`src/rtl/rslt_pkg.sv`:
```
// Purpose: shared constants and types for the relay scheme logic timers
// Assumes: 40 MHz clock, settings held in 8-bit registers
// Notes: register indices are small word addresses on the plain port
package rslt_pkg;
   localparam int CLK_PERIOD_NS = 25;
   localparam int MS_NS = 1000000;
   localparam int TICK_CYCLES = MS_NS / CLK_PERIOD_NS;
   localparam int ADDR_W = 4;
   localparam int DATA_W = 8;
   localparam int NUM_TIMERS = 7;
   // timer slots
   localparam int T_BRK1 = 0;
   localparam int T_BRK2 = 1;
   localparam int T_CFG = 2;
   localparam int T_TRIP = 3;
   localparam int T_PERM = 4;
   localparam int T_WEAK = 5;
   localparam int T_RO = 6;
   // register indices
   localparam logic [3:0] A_BRK1_PU = 4'h0;
   localparam logic [3:0] A_BRK1_DO = 4'h1;
   localparam logic [3:0] A_BRK2_PU = 4'h2;
   localparam logic [3:0] A_BRK2_DO = 4'h3;
   localparam logic [3:0] A_CFG_PU = 4'h4;
   localparam logic [3:0] A_CFG_DO = 4'h5;
   localparam logic [3:0] A_OUT4_SEL = 4'h6;
   localparam logic [3:0] A_TRIP_PU = 4'h7;
   localparam logic [3:0] A_PERM_PU = 4'h8;
   localparam logic [3:0] A_PERM_DO = 4'h9;
   localparam logic [3:0] A_WEAK_PU = 4'ha;
   localparam logic [3:0] A_RO_EN = 4'hb;
   localparam logic [3:0] A_RO_DLY = 4'hc;
   localparam logic [3:0] A_RCL_MODE = 4'hd;
   localparam logic [3:0] A_SCHEME = 4'he;
   localparam logic [3:0] A_STATUS = 4'hf;
   // setting ranges in ms
   localparam logic [7:0] BRK_MIN = 8'h00;
   localparam logic [7:0] BRK_MAX = 8'hc8;
   localparam logic [7:0] CFG_MIN = 8'h00;
   localparam logic [7:0] CFG_MAX = 8'h64;
   localparam logic [7:0] CFG_FIXED_DO = 8'h19;
   localparam logic [7:0] TRIP_MIN = 8'h01;
   localparam logic [7:0] TRIP_MAX = 8'h32;
   localparam logic [7:0] PERM_MIN = 8'h00;
   localparam logic [7:0] PERM_MAX = 8'h32;
   localparam logic [7:0] WEAK_MIN = 8'h08;
   localparam logic [7:0] WEAK_MAX = 8'h63;
   localparam logic [7:0] RO_MIN = 8'h0a;
   localparam logic [7:0] RO_MAX = 8'h64;
   localparam logic [7:0] RO_DLY_RST = 8'h28;
   localparam logic [7:0] ZERO_MS = 8'h00;
   // scheme and status register fields
   localparam int SCH_Z1EXT = 0;
   localparam int SCH_Z2U_LO = 1;
   localparam int SCH_Z2U_HI = 2;
   localparam int STAT_SEAL = 7;

   typedef enum logic [2:0] {
      RSLT_OUT4_OFF, RSLT_OUT4_U1, RSLT_OUT4_U2, RSLT_OUT4_U3, RSLT_OUT4_U4
   } rslt_out4_type;

   // same-clock inputs from the scheme logic
   typedef struct packed {
      logic trip_integrator_in;
      logic permissive_in;
      logic weak_infeed_in;
      logic remote_open_in;
      logic cfg_out_in;
      logic trip_request;
   } rslt_in_type;

   typedef struct packed {
      logic brk1_coord_timer;
      logic brk2_coord_timer;
      logic cfg_out_four;
      logic trip_integrator_timer;
      logic permissive_coord_timer;
      logic weak_infeed_timer;
      logic remote_open_timer;
      logic brk1_open_to_scheme;
      logic recloser_contact;
      logic distance_supervision;
      logic trip_bus_seal;
      logic [1:0] zone2_ground_unit;
   } rslt_out_type;

   typedef struct packed {
      logic valid;
      logic brk1_change;
      logic brk1_open;
      logic brk2_change;
      logic brk2_open;
      logic [31:0] stamp_ms;
   } rslt_event_type;
endpackage

```
`src/rtl/rslt_timers.sv`:
```
// Purpose: pickup/dropout scheme timers, contact routing, breaker events
// Assumes: contact and detector pins are asynchronous to i_mclk
// Notes: delay settings are clamped to their legal range on write
`timescale 1ns/1ps

// Notes on behaviour
// breaker one pickup settable 0 to 200 ms
// breaker one dropout settable 0 to 200 ms
// breaker two pickup settable 0 to 200 ms
// breaker two dropout settable 0 to 200 ms
// timer asserts on open, clears on close
// breaker timer changes make time-tagged events
// recloser off: contact one feeds timer directly
// recloser on: contact one to recloser, reporting
// zone-one extension ignores breaker timers for tripping
// output four pickup used for usage 1-4
// output four dropout setting only usage 1-2
// usage 3 or 4 forces 25 ms dropout
// trip integrator pickup 1 to 50 ms
// permissive pickup settable 0 to 50 ms
// permissive dropout settable 0 to 50 ms
// weak-infeed pickup settable 8 to 99 ms
// remote-open disabled gives no output
// remote-open delay 10 to 100 ms
// supervision detector gates distance and seal-in
// zone-one extension ignores ground unit select
// millisecond tick, count restarts on input change
module rslt_timers #(
   parameter int P_TICK_CYCLES = rslt_pkg::TICK_CYCLES
) (
   input wire logic i_mclk,
   input wire logic i_rst_n,
   input wire logic [rslt_pkg::ADDR_W-1:0] i_addr,
   input wire logic [rslt_pkg::DATA_W-1:0] i_wdata,
   input wire logic i_wr,
   input wire logic i_rd,
   input wire logic i_contact_input_one,
   input wire logic i_contact_input_two,
   input wire logic i_trip_supervision_detector,
   input wire rslt_pkg::rslt_in_type i_sch,
   output logic [rslt_pkg::DATA_W-1:0] o_rdata,
   output rslt_pkg::rslt_out_type o_out,
   output rslt_pkg::rslt_event_type o_event
);
   localparam int NT = rslt_pkg::NUM_TIMERS;

   logic [7:0] brk1_pu, brk1_do, brk2_pu, brk2_do;
   logic [7:0] cfg_pu, cfg_do, trip_pu, perm_pu, perm_do;
   logic [7:0] weak_pu, ro_dly;
   logic ro_en;
   logic [2:0] out4_sel;
   logic [2:0] rcl_mode;
   logic [2:0] scheme;
   logic [2:0] sync1, sync2;
   logic [15:0] tick_cnt;
   logic tick;
   logic [31:0] ms_now;
   logic [NT-1:0] tin, tout;
   logic [7:0] pu [NT];
   logic [7:0] dn [NT];
   logic [7:0] cnt [NT];
   logic rcl_on, z1ext, c1, c2, it;

   function automatic logic [7:0] clamp(input logic [7:0] v,
                                        input logic [7:0] lo,
                                        input logic [7:0] hi);
      clamp = (v < lo) ? lo : ((v > hi) ? hi : v);
   endfunction

   // setting registers, delays clamped into range on write
   always_ff @(posedge i_mclk)
   begin
      if (!i_rst_n)
      begin
         brk1_pu <= rslt_pkg::BRK_MIN;
         brk1_do <= rslt_pkg::BRK_MIN;
         brk2_pu <= rslt_pkg::BRK_MIN;
         brk2_do <= rslt_pkg::BRK_MIN;
         cfg_pu <= rslt_pkg::CFG_MIN;
         cfg_do <= rslt_pkg::CFG_MIN;
         out4_sel <= 3'h0;
         trip_pu <= rslt_pkg::TRIP_MIN;
         perm_pu <= rslt_pkg::PERM_MIN;
         perm_do <= rslt_pkg::PERM_MIN;
         weak_pu <= rslt_pkg::WEAK_MIN;
         ro_en <= 1'b0;
         ro_dly <= rslt_pkg::RO_DLY_RST;
         rcl_mode <= 3'h0;
         scheme <= 3'h0;
      end
      else if (i_wr)
      begin
         case (i_addr)
            rslt_pkg::A_BRK1_PU: brk1_pu <= clamp(i_wdata,
               rslt_pkg::BRK_MIN, rslt_pkg::BRK_MAX);
            rslt_pkg::A_BRK1_DO: brk1_do <= clamp(i_wdata,
               rslt_pkg::BRK_MIN, rslt_pkg::BRK_MAX);
            rslt_pkg::A_BRK2_PU: brk2_pu <= clamp(i_wdata,
               rslt_pkg::BRK_MIN, rslt_pkg::BRK_MAX);
            rslt_pkg::A_BRK2_DO: brk2_do <= clamp(i_wdata,
               rslt_pkg::BRK_MIN, rslt_pkg::BRK_MAX);
            rslt_pkg::A_CFG_PU: cfg_pu <= clamp(i_wdata,
               rslt_pkg::CFG_MIN, rslt_pkg::CFG_MAX);
            rslt_pkg::A_CFG_DO: cfg_do <= clamp(i_wdata,
               rslt_pkg::CFG_MIN, rslt_pkg::CFG_MAX);
            rslt_pkg::A_OUT4_SEL: out4_sel <= i_wdata[2:0];
            rslt_pkg::A_TRIP_PU: trip_pu <= clamp(i_wdata,
               rslt_pkg::TRIP_MIN, rslt_pkg::TRIP_MAX);
            rslt_pkg::A_PERM_PU: perm_pu <= clamp(i_wdata,
               rslt_pkg::PERM_MIN, rslt_pkg::PERM_MAX);
            rslt_pkg::A_PERM_DO: perm_do <= clamp(i_wdata,
               rslt_pkg::PERM_MIN, rslt_pkg::PERM_MAX);
            rslt_pkg::A_WEAK_PU: weak_pu <= clamp(i_wdata,
               rslt_pkg::WEAK_MIN, rslt_pkg::WEAK_MAX);
            rslt_pkg::A_RO_EN: ro_en <= i_wdata[0];
            rslt_pkg::A_RO_DLY: ro_dly <= clamp(i_wdata,
               rslt_pkg::RO_MIN, rslt_pkg::RO_MAX);
            rslt_pkg::A_RCL_MODE: rcl_mode <= i_wdata[2:0];
            rslt_pkg::A_SCHEME: scheme <= i_wdata[2:0];
            default: ;
         endcase
      end
   end

   // read port, data one cycle after the strobe, zero otherwise
   always_ff @(posedge i_mclk)
   begin
      if (!i_rst_n)
         o_rdata <= 8'h00;
      else if (!i_rd)
         o_rdata <= 8'h00;
      else
      begin
         case (i_addr)
            rslt_pkg::A_BRK1_PU: o_rdata <= brk1_pu;
            rslt_pkg::A_BRK1_DO: o_rdata <= brk1_do;
            rslt_pkg::A_BRK2_PU: o_rdata <= brk2_pu;
            rslt_pkg::A_BRK2_DO: o_rdata <= brk2_do;
            rslt_pkg::A_CFG_PU: o_rdata <= cfg_pu;
            rslt_pkg::A_CFG_DO: o_rdata <= cfg_do;
            rslt_pkg::A_OUT4_SEL: o_rdata <= {5'h00, out4_sel};
            rslt_pkg::A_TRIP_PU: o_rdata <= trip_pu;
            rslt_pkg::A_PERM_PU: o_rdata <= perm_pu;
            rslt_pkg::A_PERM_DO: o_rdata <= perm_do;
            rslt_pkg::A_WEAK_PU: o_rdata <= weak_pu;
            rslt_pkg::A_RO_EN: o_rdata <= {7'h00, ro_en};
            rslt_pkg::A_RO_DLY: o_rdata <= ro_dly;
            rslt_pkg::A_RCL_MODE: o_rdata <= {5'h00, rcl_mode};
            rslt_pkg::A_SCHEME: o_rdata <= {5'h00, scheme};
            rslt_pkg::A_STATUS:
               o_rdata <= {o_out.trip_bus_seal, tout[NT-1:0]};
            default: o_rdata <= 8'h00;
         endcase
      end
   end

   // two-stage synchroniser for contacts and supervision detector
   always_ff @(posedge i_mclk)
   begin
      if (!i_rst_n)
      begin
         sync1 <= 3'h0;
         sync2 <= 3'h0;
      end
      else
      begin
         sync1 <= {i_trip_supervision_detector, i_contact_input_two,
                   i_contact_input_one};
         sync2 <= sync1;
      end
   end

   // millisecond tick and running time stamp
   always_ff @(posedge i_mclk)
   begin
      if (!i_rst_n)
      begin
         tick_cnt <= 16'h0000;
         tick <= 1'b0;
         ms_now <= 32'h0000_0000;
      end
      else if (tick_cnt == 16'(P_TICK_CYCLES - 1))
      begin
         tick_cnt <= 16'h0000;
         tick <= 1'b1;
         ms_now <= ms_now + 32'h0000_0001;
      end
      else
      begin
         tick_cnt <= tick_cnt + 16'h0001;
         tick <= 1'b0;
      end
   end

   // timer inputs and delays per slot
   assign c1 = sync2[0];
   assign c2 = sync2[1];
   assign it = sync2[2];
   assign rcl_on = (rcl_mode == 3'h3) || (rcl_mode == 3'h6);
   assign z1ext = scheme[rslt_pkg::SCH_Z1EXT];

   always_comb
   begin
      tin[rslt_pkg::T_BRK1] = c1;
      tin[rslt_pkg::T_BRK2] = c2;
      tin[rslt_pkg::T_CFG] = i_sch.cfg_out_in;
      tin[rslt_pkg::T_TRIP] = i_sch.trip_integrator_in;
      tin[rslt_pkg::T_PERM] = i_sch.permissive_in;
      tin[rslt_pkg::T_WEAK] = i_sch.weak_infeed_in;
      tin[rslt_pkg::T_RO] = i_sch.remote_open_in & ro_en;
      pu[rslt_pkg::T_BRK1] = brk1_pu;
      dn[rslt_pkg::T_BRK1] = brk1_do;
      pu[rslt_pkg::T_BRK2] = brk2_pu;
      dn[rslt_pkg::T_BRK2] = brk2_do;
      pu[rslt_pkg::T_TRIP] = trip_pu;
      dn[rslt_pkg::T_TRIP] = rslt_pkg::ZERO_MS;
      pu[rslt_pkg::T_PERM] = perm_pu;
      dn[rslt_pkg::T_PERM] = perm_do;
      pu[rslt_pkg::T_WEAK] = weak_pu;
      dn[rslt_pkg::T_WEAK] = rslt_pkg::ZERO_MS;
      pu[rslt_pkg::T_RO] = ro_dly;
      dn[rslt_pkg::T_RO] = rslt_pkg::ZERO_MS;
      case (out4_sel)
         rslt_pkg::RSLT_OUT4_U1, rslt_pkg::RSLT_OUT4_U2:
         begin
            pu[rslt_pkg::T_CFG] = cfg_pu;
            dn[rslt_pkg::T_CFG] = cfg_do;
         end
         rslt_pkg::RSLT_OUT4_U3, rslt_pkg::RSLT_OUT4_U4:
         begin
            pu[rslt_pkg::T_CFG] = cfg_pu;
            dn[rslt_pkg::T_CFG] = rslt_pkg::CFG_FIXED_DO;
         end
         default:
         begin
            pu[rslt_pkg::T_CFG] = rslt_pkg::ZERO_MS;
            dn[rslt_pkg::T_CFG] = rslt_pkg::ZERO_MS;
         end
      endcase
   end

   // pickup/dropout counters, restarted whenever the input agrees again
   for (genvar g = 0; g < NT; g++)
   begin : g_tmr
      logic [7:0] dly;
      // delay for the change now pending
      assign dly = tin[g] ? pu[g] : dn[g];

      always_ff @(posedge i_mclk)
      begin
         if (!i_rst_n)
         begin
            cnt[g] <= 8'h00;
            tout[g] <= 1'b0;
         end
         else if (tin[g] == tout[g])
            cnt[g] <= 8'h00;
         // N ms takes N+1 ticks, the first may come early
         else if (dly == rslt_pkg::ZERO_MS || cnt[g] > dly)
         begin
            tout[g] <= tin[g];
            cnt[g] <= 8'h00;
         end
         else if (tick)
            cnt[g] <= cnt[g] + 8'h01;
      end
   end

   // registered outputs toward contacts and scheme logic
   always_ff @(posedge i_mclk)
   begin
      if (!i_rst_n)
         o_out <= '0;
      else
      begin
         o_out.brk1_coord_timer <= tout[rslt_pkg::T_BRK1];
         o_out.brk2_coord_timer <= tout[rslt_pkg::T_BRK2];
         o_out.cfg_out_four <= tout[rslt_pkg::T_CFG];
         o_out.trip_integrator_timer <= tout[rslt_pkg::T_TRIP];
         o_out.permissive_coord_timer <= tout[rslt_pkg::T_PERM];
         o_out.weak_infeed_timer <= tout[rslt_pkg::T_WEAK];
         o_out.remote_open_timer <= tout[rslt_pkg::T_RO] & ro_en;
         o_out.brk1_open_to_scheme <=
            tout[rslt_pkg::T_BRK1] & !rcl_on & !z1ext;
         o_out.recloser_contact <= c1 & rcl_on;
         o_out.distance_supervision <= it;
         o_out.trip_bus_seal <= it &
            (i_sch.trip_request | o_out.trip_bus_seal);
         o_out.zone2_ground_unit <= z1ext ? 2'h0 :
            scheme[rslt_pkg::SCH_Z2U_HI:rslt_pkg::SCH_Z2U_LO];
      end
   end

   // time-tagged breaker open/closed events
   always_ff @(posedge i_mclk)
   begin
      if (!i_rst_n)
         o_event <= '0;
      else
      begin
         o_event.brk1_change <= tout[0] != o_out.brk1_coord_timer;
         o_event.brk2_change <= tout[1] != o_out.brk2_coord_timer;
         o_event.valid <= (tout[0] != o_out.brk1_coord_timer) ||
                          (tout[1] != o_out.brk2_coord_timer);
         o_event.brk1_open <= tout[rslt_pkg::T_BRK1];
         o_event.brk2_open <= tout[rslt_pkg::T_BRK2];
         o_event.stamp_ms <= ms_now;
      end
   end

   // checks
   chk_ro_off: assert property (@(posedge i_mclk) disable iff (!i_rst_n)
      !ro_en |=> !o_out.remote_open_timer)
      else $error("remote open active while disabled");
   chk_cfg_fixed_do: assert property (@(posedge i_mclk)
      disable iff (!i_rst_n) (out4_sel == 3'h3 || out4_sel == 3'h4)
      |-> dn[rslt_pkg::T_CFG] == 8'h19)
      else $error("output four dropout not fixed");
   chk_cfg_user_do: assert property (@(posedge i_mclk)
      disable iff (!i_rst_n) (out4_sel == 3'h1 || out4_sel == 3'h2)
      |-> dn[rslt_pkg::T_CFG] == cfg_do)
      else $error("output four dropout setting ignored");
   chk_cfg_pickup: assert property (@(posedge i_mclk)
      disable iff (!i_rst_n) (out4_sel >= 3'h1 && out4_sel <= 3'h4)
      |-> pu[rslt_pkg::T_CFG] == cfg_pu)
      else $error("output four pickup setting ignored");
   chk_recloser_route: assert property (@(posedge i_mclk)
      disable iff (!i_rst_n) !rcl_on |=> !o_out.recloser_contact)
      else $error("contact routed to recloser while off");
   chk_z1ext_trip: assert property (@(posedge i_mclk)
      disable iff (!i_rst_n) z1ext |=> !o_out.brk1_open_to_scheme)
      else $error("breaker timer used in extension trip");
   chk_timer_ranges: assert property (@(posedge i_mclk)
      disable iff (!i_rst_n) trip_pu >= 8'h01 && trip_pu <= 8'h32
      && weak_pu >= 8'h08 && weak_pu <= 8'h63 && ro_dly >= 8'h0a
      && ro_dly <= 8'h64 && brk1_pu <= 8'hc8)
      else $error("timer setting out of range");
   chk_pickup_wait: assert property (@(posedge i_mclk)
      disable iff (!i_rst_n) $rose(tout[rslt_pkg::T_BRK1])
      |-> $past(cnt[rslt_pkg::T_BRK1]) >= $past(brk1_pu))
      else $error("breaker timer picked up early");
   chk_seal_needs_it: assert property (@(posedge i_mclk)
      disable iff (!i_rst_n) !it |=> !o_out.trip_bus_seal)
      else $error("seal-in without supervision");
   chk_event_tag: assert property (@(posedge i_mclk)
      disable iff (!i_rst_n) $changed(o_out.brk1_coord_timer)
      |-> o_event.brk1_change)
      else $error("breaker change without event");
   // a timer output only takes its input's level
   chk_cfg_follow: assert property (@(posedge i_mclk)
      disable iff (!i_rst_n) $changed(tout[rslt_pkg::T_CFG])
      |-> tout[rslt_pkg::T_CFG] == $past(tin[rslt_pkg::T_CFG]))
      else $error("output four off its input");
   // the seal holds while supervision stays up
   chk_seal_hold: assert property (@(posedge i_mclk)
      disable iff (!i_rst_n) it && o_out.trip_bus_seal
      |=> o_out.trip_bus_seal)
      else $error("seal-in dropped");
   chk_stamp_order: assert property (@(posedge i_mclk)
      disable iff (!i_rst_n) o_event.stamp_ms >= $past(o_event.stamp_ms))
      else $error("event stamp ran backwards");
   cov_brk1_pickup: cover property (@(posedge i_mclk)
      disable iff (!i_rst_n) $rose(o_out.brk1_coord_timer));
   cov_event: cover property (@(posedge i_mclk)
      disable iff (!i_rst_n) o_event.valid && o_event.brk2_change);
   cov_cfg_fixed: cover property (@(posedge i_mclk)
      disable iff (!i_rst_n) out4_sel == 3'h3 ##1 $fell(tout[2]));
   // routing and seal-in seen
   cov_recloser: cover property (@(posedge i_mclk)
      disable iff (!i_rst_n) o_out.recloser_contact);
   cov_sealed: cover property (@(posedge i_mclk)
      disable iff (!i_rst_n) o_out.trip_bus_seal && !i_sch.trip_request);
endmodule

```
`config.mk`:
```
export PLATFORM = sky130hd
export DESIGN_NAME = rslt_timers
export DESIGN_NICKNAME = d
export VERILOG_FILES = /design/src/rtl/rslt_pkg.sv /design/src/rtl/rslt_timers.sv
export SDC_FILE = /design/constraint.sdc
export NUM_CORES = 1
export LEC_CHECK = 0
export ABC_AREA = 1
export BUFFER_PORTS_ARGS = -buffer_cell sky130_fd_sc_hd__buf_2
export CORE_MARGIN = 8
export CORE_UTILIZATION = 25
export CTS_CLUSTER_DIAMETER = 50
export DETAILED_ROUTE_END_ITERATION = 7
export PLACE_DENSITY_LB_ADDON = 0.05
export SYNTH_ARGS = -nofsm -noshare
export SYNTH_HDL_FRONTEND = slang
export SYNTH_SLANG_ARGS = --single-unit
```
`constraint.sdc`:
```
create_clock -name i_mclk -period 2.7 [get_ports i_mclk]
set_input_delay 0 -clock i_mclk [delete_from_list [all_inputs] [get_ports i_mclk]]
set_output_delay 0 -clock i_mclk [all_outputs]
set_load 0.005 [all_outputs]
```
==> flow_metrics.tcl <==
set metrics [dict create \
    status "finished clean" \
    final_common_cell "nand2_1" \
    synth_warnings 0 \
    area.sequential_um2 6010 \
    ys_types 56 \
    ctsLongestPathBuffers 3 \
    tightestPinTransition_ns 0.751 \
    total_power_uw 12500 \
    cp-start-kind "register" \
    synth_edf_count 56 \
    nets 2050 \
    critical_path_class "reg2reg" \
    antenna_found_initial 3 \
    port_buffers 82 \
    routed_wl_um 46300 \
    final_hold_viol_count 0 \
    ir_drop_mv 0.487 \
    grt_pass1_vias 12200 \
    pre_cts_slack_ns -0.0187 \
    ys.flop_type "dfxtp_1" \
    fin_crit_ns 2.40 \
    netlist_area_um2 13900 \
    num_vias 12300 \
    whs_ns 0.136 \
    rsz0062_at_grt "no" \
    cts_root_buf "clkbuf_16" \
    required_ns 3.03 \
    worstReg2RegStart "out4_sel[1]$_SDFFE_PN0P_" \
    maxSlewHeadroom 0.494 \
    ys_seq_area_frac 0.433 \
    fp.dieW_um 251 \
    cts_buffers 48 \
    synth_top_cell_area_share 0.312 \
    synth_cells 1823 \
    multi_input_area_um2 6640 \
    cp_top_family "simple AND/OR/NAND/NOR gates" \
    startpoint "out4_sel[1]$_SDFFE_PN0P_" \
    start_util 0.252 \
    syn_to_final_growth_pct 24.0 \
    vias_per_cell 4.47 \
    routedWlPerCell_um 16.8 \
    maxSlewViolCount 0 \
    placementRows 86 \
    dp_hpwl_um 34900 \
    drive_gt1_frac 0.132 \
    grt_overflow_total 0 \
    synth_nets 1913 \
    rrSetupSlack_ns 0.30 \
    cts_tree "done" \
    track_usage 0.146 \
    hold_path_class "in2reg" \
    gp_congestion 0.812 \
    clkSinkCount 272 \
    die-area_um2 63200 \
    fin_worst_skew_ns 0.0287 \
    ys_ff_latch 272 \
    mostFrequentLayoutCells "390 x nand2_1, 243 x inv_1, 215 x dfxtp_1" \
    max_cap_violations 0 \
    cp_max_fo 8 \
    synth_area_leaders "dfxtp_1 31%, edfxtp_1 12%, nand2_1 11%" \
    max_freq_ghz 0.417 \
    async_flop_share 0 \
    r2r.worst_path.cells 18 \
    drt_iter0_markers 594 \
    drc 0 \
    io_pins 83 \
    power.leakage_uw 0.00737 \
    antenna_left 0 \
    critical_path_depth 18 \
    yosysTopAreaCell "dfxtp_1" \
    cp-end-kind "register" \
    setup_viol 0 \
    die_h_um 251 \
    design.core.area_um2 55000 \
    worst_slack_ns 0.303 \
    h-tree-depth 2 \
    grt_max_degree 53 \
    clock_latency_ns 0.59 \
    critPathSlowestCell "dfxtp_1" \
    clk_pin_slew_ns 0.05 \
    arrival_ns 2.73 \
    endpoint "cnt[2][7]$_SDFFCE_PN0P_" \
    critPathMaxStageDelay_ns 0.35 \
    synth_area_per_cell_um2 7.60 \
    drtPass1Iterations 5 \
    crit_buf_inv 4 \
    fin_crit_sh 0.888 \
    rr_endpoint "cnt[2][7]$_SDFFCE_PN0P_" \
    fill_cells 5929 \
    crit_chain "inv_1 > nand2_2 > nand3_2 > nor2_4 > nand2_1 > nand2_1 > inv_1 > ha_1 > inv_1 > nor2_1 > nor2_1 > o21ai_1 > nand2_1 > o211ai_1 > o21ai_1 > buf_4 > nand4_4 > nor2_1" \
    cellPowerDensity_nw_per_um2 727 \
    grt_pass1_wl_um 72900 \
]
[kinds of logic (layout without fill, tap and decap cells)]
logic type | count (synthesis) | count (layout) | share of synthesized area
flops | 272 | 272 | 0.433
compound gates | 354 | 354 | 0.138
simple gates | 765 | 765 | 0.244
other cells | 0 | 2 | 0
fa+ha+maj | 65 | 65 | 0.0587
xor+xnor | 57 | 57 | 0.0360
mux | 2 | 2 | 0.00144
buf+inv | 308 | 484 | 0.0887
[Yosys cell counts, types with 3 or more instances]
cell type	number
nor3_2	6
ha_1	65
and2_1	4
o22ai_1	9
a21oi_1	153
nand2_2	9
nand3_1	78
xnor2_1	29
o21ai_0	139
buf_2	17
o21bai_1	3
o21a_1	3
nor2_4	5
nand4_1	35
inv_1	244
nor3_1	30
nand2_1	390
edfxtp_1	56
dfxtp_1	216
inv_2	12
clkbuf_1	20
o211ai_1	10
a31oi_1	6
buf_4	9
a211oi_1	10
xor2_1	28
nor2_1	169
nand3_2	5
o21ai_1	5
nor2_2	20
[stage by stage]
| step | setup TNS (ns) | utilization | cell area, µm² | std cells |
|---|---|---|---|---|
| final | 0 | 0.313 | 17200 | 2749 |
| after global routing | 0 | 0.313 | 17200 | 2748 |
| after CTS | 0 | 0.312 | 17200 | 2745 |
| after detailed placement | -0.148 | 0.275 | 15100 | 2627 |
| after global placement | 0 | 0.275 | 15100 | 2627 |
| after floorplan | 0 | - | 13900 | 1823 |
[layout make-up]
| type | count | share of cell area |
|---|---|---|
| inverter | 258 | 0.0565 |
| multi-input combinational | 1243 | 0.386 |
| tap | 748 | 0.0544 |
| clock inverter | 27 | 0.0209 |
| sequential | 272 | 0.349 |
| clock buffer | 62 | 0.0795 |
| antenna | 2 | 0.000291 |
| timing repair buffer | 137 | 0.0528 |
[power breakdown]
part	total [µW]	internal, µW	switching, µW
logic	1370	550	823
clock network	6500	4190	2310
registers	4630	4400	231
total	12500	9140	3370
[worst min-delay path by stage]
stage	from	endpoint	slack, ns	cells past startpoint
3_5_place_dp	i_trip_supervision_detector	sync1[2]$_SDFF_PN0_	0.19	3
6_report	i_trip_supervision_detector	sync1[2]$_SDFF_PN0_	0.14	4
3_3_place_gp	i_trip_supervision_detector	sync1[2]$_SDFF_PN0_	0.18	3
2_1_floorplan	i_contact_input_one	sync1[0]$_SDFF_PN0_	0.1	2
5_1_grt	i_trip_supervision_detector	sync1[2]$_SDFF_PN0_	0.13	4
4_1_cts	i_trip_supervision_detector	sync1[2]$_SDFF_PN0_	0.09	4
[per-layer routing]
metal / GRT usage / wire, µm
met3: 0.0277 / 1910
met4: 0.0399 / 1050
met2: 0.225 / 19800
met5: 0 / 0
met1: 0.205 / 23500
[worst register-to-register path: cells and delay by family (launching register included)]
kind            cells  cell delay [ns]
compound gates      3             0.30
fa+ha+maj           1             0.29
buf+inv             4             0.34
flops               1             0.35
simple gates       10             0.88
[sequential cells by signal, summed over array words and instances, names as in the netlist, 11 cells and up]
signal	cells
o_event	37
cnt	56
ms_now	32
o_out	11
tick_cnt	16
[repair_timing]
action | CTS | global route
hold endpoints to repair | 90 | 0
setup endpoints to repair | 8 | 41
buffers inserted | 1 | 2
hold buffers | 28 | 0
cloned | 0 | 0
pin swaps | 1 | 2
resized for setup | 0 | 7
Note: power is estimated with default switching activity, not from simulation.
